`config.mk`:
```
export PLATFORM = sky130hd
export DESIGN_NAME = touch_key_detect_filter
export DESIGN_NICKNAME = d
export VERILOG_FILES = /design/src/touch_key_pkg.sv /design/src/key_threshold_if.sv /design/src/touch_key_detect_filter.sv /design/src/key_threshold_calc.sv
export SDC_FILE = /design/constraint.sdc
export NUM_CORES = 2
export LEC_CHECK = 0
export BUFFER_PORTS_ARGS = -buffer_cell sky130_fd_sc_hd__buf_4
export CELL_PAD_IN_SITES_DETAIL_PLACEMENT = 1
export CELL_PAD_IN_SITES_GLOBAL_PLACEMENT = 1
export CORE_MARGIN = 3
export CORE_UTILIZATION = 45
export DETAILED_ROUTE_END_ITERATION = 7
export HOLD_SLACK_MARGIN = 0.03
export PLACE_DENSITY = 0.8
export SETUP_SLACK_MARGIN = 0.05
export SLEW_MARGIN = 15
export SYNTH_ARGS = -nofsm -noshare
export SYNTH_HDL_FRONTEND = slang
export SYNTH_HIERARCHICAL = 1
export SYNTH_SLANG_ARGS = --single-unit
```
`constraint.sdc`:
```
create_clock -name ref_clk_i -period 10.94 [get_ports ref_clk_i]
set_input_delay 1.094 -clock ref_clk_i [delete_from_list [all_inputs] [get_ports ref_clk_i]]
set_output_delay 1.094 -clock ref_clk_i [all_outputs]
set_load 0.01 [all_outputs]
```
`src/touch_key_pkg.sv`:
```
// Constants, setting defaults and lookup helpers for the touch key filter.
// Assumes a 25 MHz reference clock and a 24-key matrix with 16-bit signals.
package touch_key_pkg;

  localparam int unsigned NUM_KEYS   = 24;
  localparam int unsigned KEY_W      = 5;
  localparam int unsigned SIG_W      = 16;
  localparam int unsigned STAMP_W    = 16;

  // Clock and time base
  localparam int unsigned CLK_PERIOD_NS = 40;
  localparam int unsigned TICK_MS       = 10;
  localparam int unsigned TICK_CYCLES   = (TICK_MS * 1000000) / CLK_PERIOD_NS;
  localparam int unsigned RISE_RECAL_DELAY_MS = 200;
  localparam logic [15:0] RISE_RECAL_TICKS    = 16'(RISE_RECAL_DELAY_MS / TICK_MS);

  // Threshold arithmetic
  localparam logic [8:0]  THRESHOLD_OFFSET     = 9'h004;
  localparam logic [15:0] RISE_THRESHOLD_LEVEL = 16'h0006;
  localparam int unsigned HYST_SHIFT           = 3;

  // Factory defaults of the per-key settings
  localparam logic [7:0] TOUCH_THRESHOLD_DEFAULT   = 8'h06;
  localparam logic [3:0] FALLING_DRIFT_DEFAULT     = 4'ha;
  localparam logic [3:0] RISING_DRIFT_DEFAULT      = 4'h4;
  localparam logic [3:0] NORMAL_LIMIT_DEFAULT      = 4'h2;
  localparam logic [3:0] FAST_LIMIT_DEFAULT        = 4'h5;

  // Setting selector on the configuration port
  typedef enum logic [2:0] {
    CFG_TOUCH_THRESHOLD = 3'h0,
    CFG_FALLING_DRIFT   = 3'h1,
    CFG_RISING_DRIFT    = 3'h2,
    CFG_NORMAL_LIMIT    = 3'h3,
    CFG_FAST_LIMIT      = 3'h4
  } cfg_field_t;

  // Drift rate setting to interval between reference steps, in time-base ticks
  function automatic logic [15:0] drift_ticks(input logic [3:0] rate);
    case (rate)
      4'h0:    drift_ticks = 16'h0005;
      4'h1:    drift_ticks = 16'h000a;
      4'h2:    drift_ticks = 16'h0014;
      4'h3:    drift_ticks = 16'h0028;
      4'h4:    drift_ticks = 16'h003c;
      4'h5:    drift_ticks = 16'h0050;
      4'h6:    drift_ticks = 16'h0064;
      4'h7:    drift_ticks = 16'h0096;
      4'h8:    drift_ticks = 16'h00af;
      4'h9:    drift_ticks = 16'h00c8;
      4'ha:    drift_ticks = 16'h00fa;
      4'hb:    drift_ticks = 16'h014a;
      4'hc:    drift_ticks = 16'h0190;
      4'hd:    drift_ticks = 16'h01f4;
      4'he:    drift_ticks = 16'h02ee;
      default: drift_ticks = 16'h03e8;
    endcase
  endfunction

endpackage

```
`src/key_threshold_if.sv`:
```
// Carries one key's reference, signal and state to the threshold comparator.
// Assumes both ends sit on the same clock; everything here is combinational.
`timescale 1ns/100ps
interface key_threshold_if;
  logic [15:0] reference;
  logic [15:0] signal;
  logic [7:0]  setting;
  logic        in_touch;
  logic        rise_pending;
  logic        below_touch;
  logic        above_rise;

  modport calc (input reference, signal, setting, in_touch, rise_pending,
                output below_touch, above_rise);
  modport user (output reference, signal, setting, in_touch, rise_pending,
                input below_touch, above_rise);
endinterface

```
`src/touch_key_detect_filter.sv`:
```
// Per-key touch detection: thresholds, drift tracking, detection integrators.
// Assumes an acquisition front end on the same clock answering each request.
//
// How it works
// - Touch threshold sits below the key's reference
// - Threshold follows every reference change
// - Touch hysteresis fixed at one eighth
// - Touch threshold equals setting plus four
// - Rise threshold six counts, one-eighth hysteresis rounds to zero
// - Large rise above reference recalibrates key
// - Rise must persist 200 ms first
// - Reference steps toward signal only untouched
// - Separate falling and rising drift rates
// - Falling rate ten gives 2.5 s steps
// - Rising rate four gives 0.6 s steps
// - Normal limit zero removes key from scan
// - Repeat touched key until fast limit
// - Per-key fast counter, limit 1 to 15
// - Touch sample increments fast counter
// - Untouched sample clears fast counter
// - Normal counter increments once per scan
// - Active when normal counter hits limit
// - Fast limit one means single acquisition
// - Defaults: normal limit 2, fast 5
`timescale 1ns/100ps
module touch_key_detect_filter #(
  parameter int unsigned TICK_CYCLES = touch_key_pkg::TICK_CYCLES  // Cycles per 10 ms tick
) (
  input  wire logic        ref_clk_i,          // 25 MHz clock
  input  wire logic        rst_n_i,            // Async reset, active low
  output logic             acq_req_o,          // Acquisition request, held until valid
  output logic [4:0]       acq_key_o,          // Key to acquire
  input  wire logic        acq_valid_i,        // Front end has a sample
  input  wire logic [15:0] acq_signal_i,       // Sampled key signal
  input  wire logic        cfg_we_i,           // Setting write strobe
  input  wire logic [4:0]  cfg_key_i,          // Key of the setting write
  input  wire logic [2:0]  cfg_field_i,        // Which setting
  input  wire logic [7:0]  cfg_data_i,         // New setting value
  input  wire logic        cal_all_i,          // Recalibrate all enabled keys next scan
  input  wire logic [4:0]  rd_key_i,           // Key to read back
  output logic [15:0]      rd_signal_o,        // Last signal of rd_key_i
  output logic [15:0]      rd_reference_o,     // Reference of rd_key_i
  output logic [3:0]       rd_detect_count_o,  // Normal count of rd_key_i
  output logic [23:0]      key_active_o,       // Confirmed touches
  output logic             scan_done_o         // Pulse at end of a full scan
);

  localparam int unsigned NK = touch_key_pkg::NUM_KEYS;
  localparam logic [4:0] LAST_KEY = 5'(NK - 1);

  typedef enum logic [1:0] {ST_PICK, ST_REQ, ST_EVAL} scan_state_t;

  // Per-key settings
  logic [7:0]  touch_threshold_setting [NK];
  logic [3:0]  falling_drift_rate      [NK];
  logic [3:0]  rising_drift_rate       [NK];
  logic [3:0]  normal_integrator_limit [NK];
  logic [3:0]  fast_integrator_limit   [NK];

  // Per-key processing state
  logic [15:0] signal_mem  [NK];
  logic [15:0] reference_mem [NK];
  logic [3:0]  fast_cnt    [NK];
  logic [3:0]  normal_cnt  [NK];
  // Tick stamps of the last drift step and of a rise start
  logic [15:0] drift_stamp [NK];
  logic [15:0] rise_stamp  [NK];

  // One bit per key
  logic [NK-1:0] active_reg;
  logic [NK-1:0] scan_inc_reg;
  logic [NK-1:0] rise_pend_reg;

  scan_state_t state_reg;
  logic [4:0]  key_ptr_reg;
  logic [15:0] sample_reg;
  logic        cal_pend_reg;
  logic        recal_scan_reg;
  logic [31:0] tick_cnt_reg;
  logic [15:0] now_reg;

  logic        key_enabled;
  logic        advance;
  logic        scan_wrap;
  logic        repeat_key;
  logic        in_touch;
  logic        rise_recal;
  logic        do_recal;
  logic [4:0]  fast_lim;
  logic [4:0]  fast_inc;
  logic [3:0]  normal_inc;
  logic [15:0] drift_elapsed;
  logic [15:0] rise_elapsed;

  key_threshold_if thr ();

  key_threshold_calc u_thr (
    .thr (thr)
  );

  // Fast limit of zero is not legal; treat it as one
  function automatic logic [4:0] limit_of(input logic [3:0] lim);
    limit_of = (lim == 4'h0) ? 5'h01 : {1'b0, lim};
  endfunction

  // Indices past the last key address nothing
  function automatic logic key_in_range(input logic [4:0] key);
    key_in_range = (key <= LAST_KEY);
  endfunction

  // Combinational view of the key under evaluation
  always_comb begin
    key_enabled  = (normal_integrator_limit[key_ptr_reg] != 4'h0);
    // A count in flight already counts as touch for hysteresis and drift
    in_touch     = active_reg[key_ptr_reg] || (fast_cnt[key_ptr_reg] != 4'h0)
                   || (normal_cnt[key_ptr_reg] != 4'h0);
    fast_lim     = limit_of(fast_integrator_limit[key_ptr_reg]);
    fast_inc     = {1'b0, fast_cnt[key_ptr_reg]} + 5'h01;
    normal_inc   = (normal_cnt[key_ptr_reg] == 4'hf) ? 4'hf
                   : normal_cnt[key_ptr_reg] + 4'h1;
    drift_elapsed = now_reg - drift_stamp[key_ptr_reg];
    rise_elapsed  = now_reg - rise_stamp[key_ptr_reg];
    rise_recal   = thr.above_rise && rise_pend_reg[key_ptr_reg]
                   && (rise_elapsed >= touch_key_pkg::RISE_RECAL_TICKS);
    // Recalibration overrides both detection and drift for this sample
    do_recal     = recal_scan_reg || rise_recal;

    // Stay on the key while the fast count has not yet reached its limit
    repeat_key   = (state_reg == ST_EVAL) && !do_recal && thr.below_touch
                   && (fast_inc < fast_lim);
    // A disabled key costs one pick cycle and no request
    advance      = ((state_reg == ST_EVAL) && !repeat_key)
                   || ((state_reg == ST_PICK) && !key_enabled);
    scan_wrap    = advance && (key_ptr_reg == LAST_KEY);
  end

  // The comparator always looks at the key under the pointer
  assign thr.reference    = reference_mem[key_ptr_reg];
  assign thr.signal       = sample_reg;
  assign thr.setting      = touch_threshold_setting[key_ptr_reg];
  assign thr.in_touch     = in_touch;
  assign thr.rise_pending = rise_pend_reg[key_ptr_reg];

  // A pure state decode, so the request drops on the take edge
  assign acq_req_o    = (state_reg == ST_REQ);
  assign acq_key_o    = key_ptr_reg;
  assign key_active_o = active_reg;

  // Time base: one tick each 10 ms, timestamps compared modulo 2^16
  always_ff @(posedge ref_clk_i or negedge rst_n_i) begin
    if (!rst_n_i) begin
      tick_cnt_reg <= 32'h00000000;
      now_reg      <= 16'h0000;
    end else if (tick_cnt_reg >= 32'(TICK_CYCLES - 1)) begin
      tick_cnt_reg <= 32'h00000000;
      now_reg      <= now_reg + 16'h0001;
    end else begin
      tick_cnt_reg <= tick_cnt_reg + 32'h00000001;
    end
  end

  // Setting storage with factory defaults
  always_ff @(posedge ref_clk_i or negedge rst_n_i) begin
    if (!rst_n_i) begin
      for (int k = 0; k < NK; k++) begin
        touch_threshold_setting[k] <= touch_key_pkg::TOUCH_THRESHOLD_DEFAULT;
        falling_drift_rate[k]      <= touch_key_pkg::FALLING_DRIFT_DEFAULT;
        rising_drift_rate[k]       <= touch_key_pkg::RISING_DRIFT_DEFAULT;
        normal_integrator_limit[k] <= touch_key_pkg::NORMAL_LIMIT_DEFAULT;
        fast_integrator_limit[k]   <= touch_key_pkg::FAST_LIMIT_DEFAULT;
      end
    end else if (cfg_we_i && key_in_range(cfg_key_i)) begin
      // Unknown fields are dropped without effect
      case (cfg_field_i)
        touch_key_pkg::CFG_TOUCH_THRESHOLD: touch_threshold_setting[cfg_key_i] <= cfg_data_i;
        touch_key_pkg::CFG_FALLING_DRIFT:   falling_drift_rate[cfg_key_i] <= cfg_data_i[3:0];
        touch_key_pkg::CFG_RISING_DRIFT:    rising_drift_rate[cfg_key_i] <= cfg_data_i[3:0];
        touch_key_pkg::CFG_NORMAL_LIMIT:    normal_integrator_limit[cfg_key_i] <= cfg_data_i[3:0];
        touch_key_pkg::CFG_FAST_LIMIT:      fast_integrator_limit[cfg_key_i] <= cfg_data_i[3:0];
        default: ;
      endcase
    end
  end

  // Scan sequencer
  always_ff @(posedge ref_clk_i or negedge rst_n_i) begin
    if (!rst_n_i) begin
      state_reg   <= ST_PICK;
      key_ptr_reg <= 5'h00;
      sample_reg  <= 16'h0000;
      scan_done_o <= 1'b0;
    end else begin
      scan_done_o <= scan_wrap;

      case (state_reg)
        ST_PICK: begin
          if (key_enabled) begin
            state_reg <= ST_REQ;
          end
        end
        ST_REQ: begin
          if (acq_valid_i) begin
            sample_reg <= acq_signal_i;
            state_reg  <= ST_EVAL;
          end
        end
        ST_EVAL: begin
          // A repeat burst skips the pick cycle
          state_reg <= repeat_key ? ST_REQ : ST_PICK;
        end
        default: state_reg <= ST_PICK;
      endcase

      // The pointer moves only outside requests, so acq_key_o stands
      if (advance) begin
        key_ptr_reg <= scan_wrap ? 5'h00 : key_ptr_reg + 5'h01;
      end
    end
  end

  // Recalibrate-all: the whole scan after the request recalibrates every enabled key.
  // Power-up starts with such a scan, since references begin unknown.
  always_ff @(posedge ref_clk_i or negedge rst_n_i) begin
    if (!rst_n_i) begin
      cal_pend_reg   <= 1'b0;
      recal_scan_reg <= 1'b1;
    end else begin
      if (scan_wrap) begin
        recal_scan_reg <= cal_pend_reg || cal_all_i;
        cal_pend_reg   <= 1'b0;
      end else if (cal_all_i) begin
        cal_pend_reg   <= 1'b1;
      end
    end
  end

  // Per-key detection, drift and recalibration
  always_ff @(posedge ref_clk_i or negedge rst_n_i) begin
    if (!rst_n_i) begin
      for (int k = 0; k < NK; k++) begin
        signal_mem[k]    <= 16'h0000;
        reference_mem[k] <= 16'h0000;
        fast_cnt[k]      <= 4'h0;
        normal_cnt[k]    <= 4'h0;
        drift_stamp[k]   <= 16'h0000;
        rise_stamp[k]    <= 16'h0000;
      end
      active_reg    <= '0;
      scan_inc_reg  <= '0;
      rise_pend_reg <= '0;
    end else begin
      if (scan_wrap) begin
        scan_inc_reg <= '0;
      end

      // A disabled key cannot hold a stale touch
      for (int k = 0; k < NK; k++) begin
        if (normal_integrator_limit[k] == 4'h0) begin
          active_reg[k] <= 1'b0;
          fast_cnt[k]   <= 4'h0;
          normal_cnt[k] <= 4'h0;
        end
      end

      if (state_reg == ST_EVAL) begin
        signal_mem[key_ptr_reg] <= sample_reg;
        if (do_recal) begin
          reference_mem[key_ptr_reg] <= sample_reg;
          fast_cnt[key_ptr_reg]      <= 4'h0;
          normal_cnt[key_ptr_reg]    <= 4'h0;
          active_reg[key_ptr_reg]    <= 1'b0;
          rise_pend_reg[key_ptr_reg] <= 1'b0;
          drift_stamp[key_ptr_reg]   <= now_reg;
        end else if (thr.below_touch) begin
          rise_pend_reg[key_ptr_reg] <= 1'b0;
          // Refreshing the stamp makes drift wait anew after release
          drift_stamp[key_ptr_reg]   <= now_reg;
          if (fast_inc >= fast_lim) begin
            fast_cnt[key_ptr_reg] <= 4'h0;
            if (!scan_inc_reg[key_ptr_reg]) begin
              normal_cnt[key_ptr_reg]   <= normal_inc;
              // The last key's mark must not outlive the wrap clear
              scan_inc_reg[key_ptr_reg] <= !scan_wrap;
              if (normal_inc >= normal_integrator_limit[key_ptr_reg]) begin
                active_reg[key_ptr_reg] <= 1'b1;
              end
            end
          end else begin
            fast_cnt[key_ptr_reg] <= fast_inc[3:0];
          end
        end else begin
          fast_cnt[key_ptr_reg]   <= 4'h0;
          normal_cnt[key_ptr_reg] <= 4'h0;
          active_reg[key_ptr_reg] <= 1'b0;
          if (thr.above_rise) begin
            if (!rise_pend_reg[key_ptr_reg]) begin
              rise_pend_reg[key_ptr_reg] <= 1'b1;
              rise_stamp[key_ptr_reg]    <= now_reg;
            end
          end else begin
            rise_pend_reg[key_ptr_reg] <= 1'b0;
          end

          // Drift only when no touch was in effect before this sample
          if (in_touch || (sample_reg == thr.reference)) begin
            drift_stamp[key_ptr_reg] <= now_reg;
          end else if (sample_reg < thr.reference) begin
            if (drift_elapsed >= touch_key_pkg::drift_ticks(falling_drift_rate[key_ptr_reg])) begin
              reference_mem[key_ptr_reg] <= thr.reference - 16'h0001;
              drift_stamp[key_ptr_reg]   <= now_reg;
            end
          end else begin
            if (drift_elapsed >= touch_key_pkg::drift_ticks(rising_drift_rate[key_ptr_reg])) begin
              reference_mem[key_ptr_reg] <= thr.reference + 16'h0001;
              drift_stamp[key_ptr_reg]   <= now_reg;
            end
          end
        end
      end
    end
  end

  // Read-back of one key, registered
  // Unmapped keys read as zero rather than alias a real key
  always_ff @(posedge ref_clk_i or negedge rst_n_i) begin
    if (!rst_n_i) begin
      rd_signal_o       <= 16'h0000;
      rd_reference_o    <= 16'h0000;
      rd_detect_count_o <= 4'h0;
    end else if (key_in_range(rd_key_i)) begin
      rd_signal_o       <= signal_mem[rd_key_i];
      rd_reference_o    <= reference_mem[rd_key_i];
      rd_detect_count_o <= normal_cnt[rd_key_i];
    end else begin
      rd_signal_o       <= 16'h0000;
      rd_reference_o    <= 16'h0000;
      rd_detect_count_o <= 4'h0;
    end
  end

endmodule

```
`src/key_threshold_calc.sv`:
```
// Touch and rise comparisons of one key's signal against its reference.
// Assumes the caller holds the inputs stable for the cycle it samples results.
`timescale 1ns/100ps
module key_threshold_calc (
  key_threshold_if.calc thr  // Comparator side of the key's values
);

  logic [17:0] touch_amount;
  logic [17:0] touch_hyst;
  logic [17:0] touch_lhs;
  logic [17:0] touch_rhs;
  logic [17:0] rise_hyst;
  logic [17:0] rise_rhs;

  always_comb begin
    touch_amount = 18'({1'b0, thr.setting}) + 18'(touch_key_pkg::THRESHOLD_OFFSET);
    touch_hyst   = touch_amount >> touch_key_pkg::HYST_SHIFT;
    // Compare sig + amount against ref so a small reference cannot wrap
    touch_lhs    = 18'(thr.signal) + touch_amount;
    touch_rhs    = 18'(thr.reference) + (thr.in_touch ? touch_hyst : 18'h00000);
    rise_hyst    = 18'(touch_key_pkg::RISE_THRESHOLD_LEVEL) >> touch_key_pkg::HYST_SHIFT;
    rise_rhs     = 18'(thr.reference) + 18'(touch_key_pkg::RISE_THRESHOLD_LEVEL)
                   - (thr.rise_pending ? rise_hyst : 18'h00000);
  end

  assign thr.below_touch = (touch_lhs <= touch_rhs);
  assign thr.above_rise  = (18'(thr.signal) > rise_rhs);

endmodule

```
-- Word-level counts from Yosys, hierarchy flattened
Memories as Yosys holds them, arrays and structs flattened.
Index checks and enable logic that the tools add are counted.
W data, S select, Z words.
- add/subtract/negate cells: 13
- $lt $le $gt $ge: 19
- equal/unequal tests: 16
- mux-type cells: 202
- bitwise gates (word level): 14
- reductions and logical operators: 66
- operators with widths (cell ; number):
    $mux W384 ; 12
    $bwmux W384 ; 6
    $mux W96 ; 9
    $bwmux W96 ; 6
    $bmux W16 S5 ; 5
    $mux W24 ; 16
    $mux W16 ; 23
    $mux W4 ; 67
    $and A96 B96 Y96 ; 2
    $bwmux W192 ; 1
    $bmux W4 S5 ; 7
    $logic_not A4 Y1 ; 25
    $not A96 Y96 ; 1
    $demux W16 S5 ; 1
    $and A24 B24 Y24 ; 2
    $or A24 B24 Y24 ; 2
    $bmux W8 S5 ; 1
    $demux W4 S5 ; 2
    $demux W8 S5 ; 1
    $add A16 B18 Y18 ; 2
    $add A16 B1 Y16 const B ; 2
    $add A32 B1 Y32 const B ; 1
    $ge A16 B16 Y1 ; 2
    $ge A32 B18 Y1 const B ; 1
    other kinds (57) ; 133
- register bits after elaboration: 2486
- ROM bits: 320
- input port bits: 42
- output and inout bits: 67
- word-level logic and storage cells: 610
- memories: 2
- memory list (name ; words ; bits a word ; rd ports ; clocked after Yosys merged registers in ; write ports ; RTL line ; source):
    (name not given) ; 16 ; 10 ; 1 ; 0 ; 0 ; touch_key_pkg.sv:40 ; case (rate)
    (name not given) ; 16 ; 10 ; 1 ; 0 ; 0 ; touch_key_pkg.sv:40 ;

-- Logic depth before layout (Yosys ltp)
- depth after elaboration: 24
- depth in mapped cells: 42
- gate-level depth less buffers: 28

-- By module
The synthesis kept the hierarchy.
- by module, submodules not included (module ; instances ; cells an instance ; area an instance (um^2) ; sequential area each (um^2)):
    touch_key_detect_filter ; 1 ; 9174 ; 121190.0 ; 62451.1
    key_threshold_calc ; 1 ; 268 ; 2058.2 ; 0.0

-- Worst setup path after synthesis
OpenSTA, ideal clock, no wires.
- path type: register to register
- start: register key_ptr_reg[0], in the netlist acq_key_o[0]
- end: register rise_stamp[325] (netlist name)
- arrival time: 8.312 ns
- setup slack: 2.504 ns
- stages on the path, launching flop included: 41
- path buffers: 17
- clock period less this slack: 8.436 ns
- path through: dfrtp_1 -> buf_6 -> buf_8 -> buf_8 -> buf_4 -> buf_6 -> buf_6 -> buf_6 -> buf_6 -> buf_6 -> buf_6 -> buf_4 -> buf_4 -> buf_2 -> mux4_2 -> a22oi_1 -> nand3_1 -> ha_1 -> [... 5 more ...] -> nand2b_1 -> a21oi_1 -> xor2_1 -> ha_1 -> and3_1 -> a221oi_1 -> o31ai_1 -> o21bai_1 -> o22ai_1 -> clkbuf_1 -> inv_1 -> nand2_1 -> or3_1 -> clkbuf_1 -> clkbuf_1 -> nor2_1 -> buf_2 -> mux2_2
- RTL lines (item ; RTL line ; source):
    start: declaration ; touch_key_detect_filter.sv:75 ; logic [4:0] key_ptr_reg;
    start signal: assignment ; touch_key_detect_filter.sv:216 ; key_ptr_reg <= scan_wrap ? 5'h00 : key_ptr_reg + 5'h01;
    $not A5 Y6 (implied by the code) (*) ; touch_key_detect_filter.sv:140 ; assign thr.setting = touch_threshold_setting[key_ptr_reg];
    $bmux W8 S5 (*) ; touch_key_detect_filter.sv:140 ;
    $mux W8 (implied by the code) (*) (2 in a row) ; touch_key_detect_filter.sv:140 ;
    via thr.setting[2] ; key_threshold_if.sv:7 ; logic [7:0] setting;
    $add A8 B3 Y9 (*) ; key_threshold_calc.sv:16 ; touch_amount = 18'({1'b0, thr.setting}) + 18'(touch_key_pkg::THRESHOLD_OFFSET);
    $mux W15 ; key_threshold_calc.sv:20 ; touch_rhs = 18'(thr.reference) + (thr.in_touch ? touch_hyst : 18'h00000);
    $add A16 B18 Y18 ; key_threshold_calc.sv:20 ;
    $le A18 B18 Y1 (*) ; key_threshold_calc.sv:26 ; assign thr.below_touch = (touch_lhs <= touch_rhs);
    via thr.below_touch ; key_threshold_if.sv:10 ; logic below_touch;
    $not A1 Y1 (no line) (*) ; -- ;
    $reduce_and A5 Y1 (no line) (*) ; -- ;
    end signal: indexed assignment ; touch_key_detect_filter.sv:298 ; rise_stamp[key_ptr_reg] <= now_reg;
    end: declaration ; touch_key_detect_filter.sv:67 ; logic [15:0] rise_stamp [NK];
The timed path passes the listed nets; every way through them passes the cells marked *. The select of a mux whose other input is x is not followed.
A chain may end at the register's enable or synchronous reset.

-- Final worst setup path
- start: register key_ptr_reg[0], in the netlist acq_key_o[0]
- end: register normal_cnt[9] (netlist name)
- RTL lines (item ; RTL line ; source):
    $not A5 Y6 (implied by the code) ; touch_key_detect_filter.sv:138 ; assign thr.reference = reference_mem[key_ptr_reg];
    $bmux W16 S5 ; touch_key_detect_filter.sv:138 ;
    $mux W16 (implied by the code) (2 in a row) ; touch_key_detect_filter.sv:138 ;
    via thr.reference[2] ; key_threshold_if.sv:5 ; logic [15:0] reference;
    $add A16 B3 Y17 ; key_threshold_calc.sv:22 ; rise_rhs = 18'(thr.reference) + 18'(touch_key_pkg::RISE_THRESHOLD_LEVEL)
    $gt A16 B17 Y1 ; key_threshold_calc.sv:27 ; assign thr.above_rise = (18'(thr.signal) > rise_rhs);
    via thr.above_rise ; key_threshold_if.sv:11 ; logic above_rise;
    $logic_and A1 B1 Y1 ; touch_key_detect_filter.sv:123 ; rise_recal = thr.above_rise && rise_pend_reg[key_ptr_reg]
    $logic_and A1 B1 Y1 ; touch_key_detect_filter.sv:124 ; && (rise_elapsed >= touch_key_pkg::RISE_RECAL_TICKS);
    $logic_or A1 B1 Y1 ; touch_key_detect_filter.sv:126 ; do_recal = recal_scan_reg || rise_recal;
    $mux W96 ; touch_key_detect_filter.sv:267 ; if (do_recal) begin
    $mux W96 ; touch_key_detect_filter.sv:265 ; if (state_reg == ST_EVAL) begin
    end signal: indexed assignment ; touch_key_detect_filter.sv:281 ; normal_cnt[key_ptr_reg] <= normal_inc;
    end: declaration ; touch_key_detect_filter.sv:64 ; logic [3:0] normal_cnt [NK];
The timed path passes the listed nets, and every way through them passes these cells. The select of a mux whose other input is x is not followed.

==> flow_results.xml <==
<?xml version="1.0" encoding="UTF-8"?>
<metrics>
  <group name="outcome">
    <metric name="outcome" unit="">finished, final reports clean</metric>
  </group>
  <group name="floorplan">
    <metric name="effective_utilization_at_floorplan" unit="%">45.4</metric>
    <metric name="die_y" unit="um">529</metric>
    <metric name="design.die.area" unit="sq um">280000</metric>
    <metric name="die_width" unit="um">529</metric>
    <metric name="cell_rows" unit="">191</metric>
    <metric name="placeableCoreArea" unit="sq um">272000</metric>
    <metric name="io_pins" unit="">109</metric>
  </group>
  <group name="clock_network">
    <metric name="ctsResizeCount" unit="">0</metric>
    <metric name="worstSkewPairLatency" unit="ns">0.91</metric>
    <metric name="clockBufferDepth" unit="">4</metric>
    <metric name="post_cts.repair.setup_buffers" unit="">0</metric>
    <metric name="clock-sinks" unit="">2486</metric>
    <metric name="worst_setup_hold_path_clk_slew" unit="ns">0.06</metric>
    <metric name="tritoncts" unit="">done</metric>
    <metric name="cts_made_buffers" unit="">276</metric>
    <metric name="h-tree-depth" unit="">5</metric>
    <metric name="clock_tree.root_cell" unit="">clkbuf_16</metric>
    <metric name="cts_hold_buf" unit="">0</metric>
  </group>
  <group name="timing">
    <metric name="timing.final.max_slew_violations" unit="">0</metric>
    <metric name="setup-violations-final" unit="">0</metric>
    <metric name="min_period" unit="ns">9.96</metric>
    <metric name="rsz_0062_raised_after_global_routing" unit="">no</metric>
    <metric name="max_freq" unit="GHz">0.100</metric>
    <metric name="max-slew-margin-rel" unit="%">17.2</metric>
    <metric name="worstMarginPinSlew" unit="ns">1.24</metric>
    <metric name="fin_hold_ws" unit="ns">0.129</metric>
    <metric name="clock-skew-final" unit="ns">0.0917</metric>
    <metric name="final-hold-violation-count" unit="">0</metric>
    <metric name="final_min_period_over_clock_period" unit="%">91.0</metric>
    <metric name="finalSetupTns" unit="ns">0</metric>
  </group>
  <group name="power_and_ir_drop">
    <metric name="ir_worst_vdd" unit="uV">162</metric>
    <metric name="power.clock.fraction" unit="%">30.6</metric>
    <metric name="power_frac_seq" unit="%">37.6</metric>
    <metric name="fin_total_pwr" unit="mW">30.5</metric>
    <metric name="areal_power_density_over_the_cells" unit="nW/um^2">224</metric>
    <metric name="power.share.combinational" unit="%">31.8</metric>
    <metric name="leakage" unit="nW">63.6</metric>
    <metric name="power.switching_fraction" unit="%">35.7</metric>
    <metric name="power_report.internal_total" unit="mW">19.6</metric>
    <metric name="total_switching_power" unit="mW">10.9</metric>
  </group>
  <group name="drt">
    <metric name="postRouteAntennaNets" unit="">0</metric>
    <metric name="detail_route.first_pass.iterations" unit="">8</metric>
    <metric name="route.final.wire_length" unit="um">415000</metric>
    <metric name="detail_route.iter0.violations" unit="">8413</metric>
    <metric name="number_of_remaining_drc_errors" unit="">0</metric>
    <metric name="via_cell_ratio" unit="">6.47</metric>
    <metric name="avgRoutedWirePerCell" unit="um">31.7</metric>
    <metric name="vias" unit="">84756</metric>
  </group>
  <group name="critical_path">
    <metric name="cpPeakStageDelay" unit="ns">1.08</metric>
    <metric name="worst_ep_required_time" unit="ns">11.76</metric>
    <metric name="signal_arrival_time_at_the_worst_endpoint" unit="ns">10.78</metric>
    <metric name="critPathCaptureType" unit="">flop</metric>
    <metric name="critPathSlowestCell" unit="">dfrtp_4</metric>
    <metric name="regToRegStartpoint" unit="">acq_key_o[0]</metric>
    <metric name="worst_r2r_endpoint" unit="">normal_cnt[9]</metric>
    <metric name="critical_path.cell_chain" unit="">nand4bb_1, buf_4, o22ai_1, nor4_1, o221a_2, inv_2, inv_1, ha_1, nor3_1, nand3_1, nor2_1, xnor2_1, ha_1, nand2_1, nor4_1, nand2_1, o211ai_1, a31oi_1, a21oi_1, a41o_2, buf_4, and3_1, and2_1, a22o_1</metric>
    <metric name="path_max_fanout" unit="">57</metric>
    <metric name="worstRegToRegCells" unit="">24</metric>
    <metric name="setup.worst_path.class" unit="">reg2reg</metric>
    <metric name="r2r_setup_slack" unit="ns">0.98</metric>
    <metric name="startpoint_type" unit="">flop</metric>
  </group>
  <group name="global_routing">
    <metric name="antenna_found_initial" unit="">10</metric>
    <metric name="global_route_usage_over_all_layers" unit="%">29.4</metric>
    <metric name="grt_start_max_net_pins" unit="">196</metric>
    <metric name="first_pass_grt_wire_length" unit="um">621000</metric>
    <metric name="first_global_vias" unit="">93177</metric>
    <metric name="grt.overflow.total" unit="">0</metric>
  </group>
  <group name="yosys">
    <metric name="postSynthRegisterBits" unit="">2486</metric>
    <metric name="post_synth_inst_count" unit="">9442</metric>
    <metric name="synth_top_cells_by_area" unit="">dfrtp_1 (47%), mux2_2 (14%), mux4_2 (12%), nand2_1 (4.7%), dfstp_2 (4.1%)</metric>
    <metric name="top_cell_type_by_total_area_after_synthesis" unit="">dfrtp_1</metric>
    <metric name="yosysWarningCount" unit="">6</metric>
    <metric name="synth-edff-count" unit="">0</metric>
    <metric name="postSynth.asyncResetShare" unit="%">100</metric>
    <metric name="post_synth_instance_area" unit="sq um">123000</metric>
    <metric name="synth.yosys.seq_area_share" unit="%">50.7</metric>
    <metric name="synth_cell_type_count" unit="">111</metric>
    <metric name="post_synth.cell_area_avg" unit="sq um">13.1</metric>
    <metric name="yosys_most_used_dff" unit="">dfrtp_1</metric>
    <metric name="synth_top_area_share" unit="%">46.6</metric>
  </group>
  <group name="cells_and_area">
    <metric name="syn2layout_area_growth" unit="%">10.5</metric>
    <metric name="final_util" unit="%">50.1</metric>
    <metric name="layout.nets" unit="">9506</metric>
    <metric name="n_fill_cell" unit="">26701</metric>
    <metric name="post_route_cells_drive_above_1_share" unit="%">36.6</metric>
    <metric name="layout.cell_area.non_filler" unit="sq um">136000</metric>
  </group>
  <group name="placement">
    <metric name="place_congestion" unit="">0.902</metric>
    <metric name="dp_hpwl" unit="um">259000</metric>
    <metric name="portBuffers" unit="">108</metric>
    <metric name="dpl-instance-area" unit="sq um">127000</metric>
  </group>
  <group name="min_path">
    <metric name="worst_hold_path_type" unit="">in2async</metric>
  </group>
  <group name="job">
    <metric name="max_cap_viol_count" unit="">0</metric>
  </group>
</metrics>
-- cell usage after synthesis (49+ instances only) --
cell,number
mux2i_1,182
nor2_1,332
a21oi_1,146
o21ai_0,196
ha_1,144
buf_6,63
inv_1,119
mux2_4,190
mux4_2,675
buf_2,129
clkbuf_1,450
xnor2_1,69
nand2_1,1536
buf_1,68
a22o_1,81
a22oi_1,174
dfstp_2,193
nand3_1,98
mux2_1,56
o22ai_1,124
dfrtp_1,2293
mux2_2,1489
nor4_1,49
-- metal layers --
metal  global-route usage, %  wire (um)  part of all wire, %  vias up
met5                       0          7               0.0017        -
met3                    6.48      33300                  8.0     1250
li1                        -          -                    -    33952
met1                    36.5     158000                   38    45752
met4                    16.7      26200                  6.3        2
met2                    47.4     198000                   48     3800
-- how the worst max path moves through the flow --
stage,slack [ns],cells past startpoint,endpoint,start
after global placement,1.49,24,normal_cnt[61],acq_key_o[0]
final,0.98,24,normal_cnt[9],acq_key_o[0]
after detailed placement,1.61,24,fast_cnt[88],acq_key_o[0]
after floorplan,2.50,40,rise_stamp[325],acq_key_o[0]
after global routing,0.69,24,fast_cnt[68],acq_key_o[0]
after CTS,1.53,22,normal_cnt[9],acq_key_o[1]
-- stage by stage --
step / setup slack [ns] / cells
6_report: 0.980 / 13095
4_1_cts: 1.53 / 13084
3_3_place_gp: 1.49 / 12604
2_1_floorplan: 2.50 / 9455
5_1_grt: 0.695 / 13089
3_5_place_dp: 1.61 / 12605
-- logic make-up (layout without fill, tap and decap cells) --
group	after synthesis	in the layout	share of synthesized area (%)
flip-flops	2486	2486	50.7
XOR/XNOR	109	109	0.775
AO/OA/AOI/OAI	971	971	5.44
buffers and inverters	883	945	3.52
other	1	22	0.00304
multiplexers	2596	2596	30.3
AND/OR/NAND/NOR	2248	2248	7.73
adder cells (fa/ha/maj)	148	148	1.53
-- layout make-up --
type	instances	area (sq um)	share of cell area, %
clock inverters	82	997	0.732
well taps	3570	4470	3.28
repair buffers	344	2990	2.19
flip-flops and latches	2486	62500	45.9
inverters	122	458	0.336
diodes	8	20.0	0.0147
clock buffers	397	7870	5.78
multi-input cells	6086	56900	41.8
-- power groups by stage --
stage / Combinational [mW] / Sequential (mW) / Clock, mW
final: 9.71 / 11.5 / 9.34
after global routing: 10.3 / 11.6 / 9.86
after CTS: 9.55 / 11.4 / 9.45
after detailed placement: 9.44 / 11.5 / 0
after global placement: 9.05 / 11.4 / 0
after floorplan: 6.61 / 11.1 / 0
-- layout by cell type (no fill, tap or decap), types with 20 or more instances in the layout --
master / n
mux4_2: 675
a221oi_1: 37
o22ai_1: 124
a21oi_1: 143
a22o_1: 77
ha_1: 144
nand4_1: 30
clkbuf_16: 279
clkinv_2: 44
xnor2_1: 69
mux2i_1: 182
nor3_1: 20
o21ai_0: 194
nor2_1: 285
buf_12: 26
nor2_2: 31
a22oi_1: 174
clkbuf_8: 44
nand3_1: 98
clkbuf_1: 74
dfrtp_1: 2280
xor2_1: 40
mux2_1: 56
nand2_4: 20
mux2_4: 190
buf_4: 309
nor4_1: 35
inv_1: 119
a21o_1: 26
mux2_2: 1489
nand2_1: 1536
dfstp_2: 193
-- worst max-delay path, delay by kind of cell, from the launching register on --
kind,cells,cell delay (ns)
xor+xnor,1,0.10
fa+ha+maj,2,0.55
simple gates,10,4.41
flops,1,1.08
buf+inv,4,1.55
compound gates,7,2.16
Power figures use the tool's default switching activity.
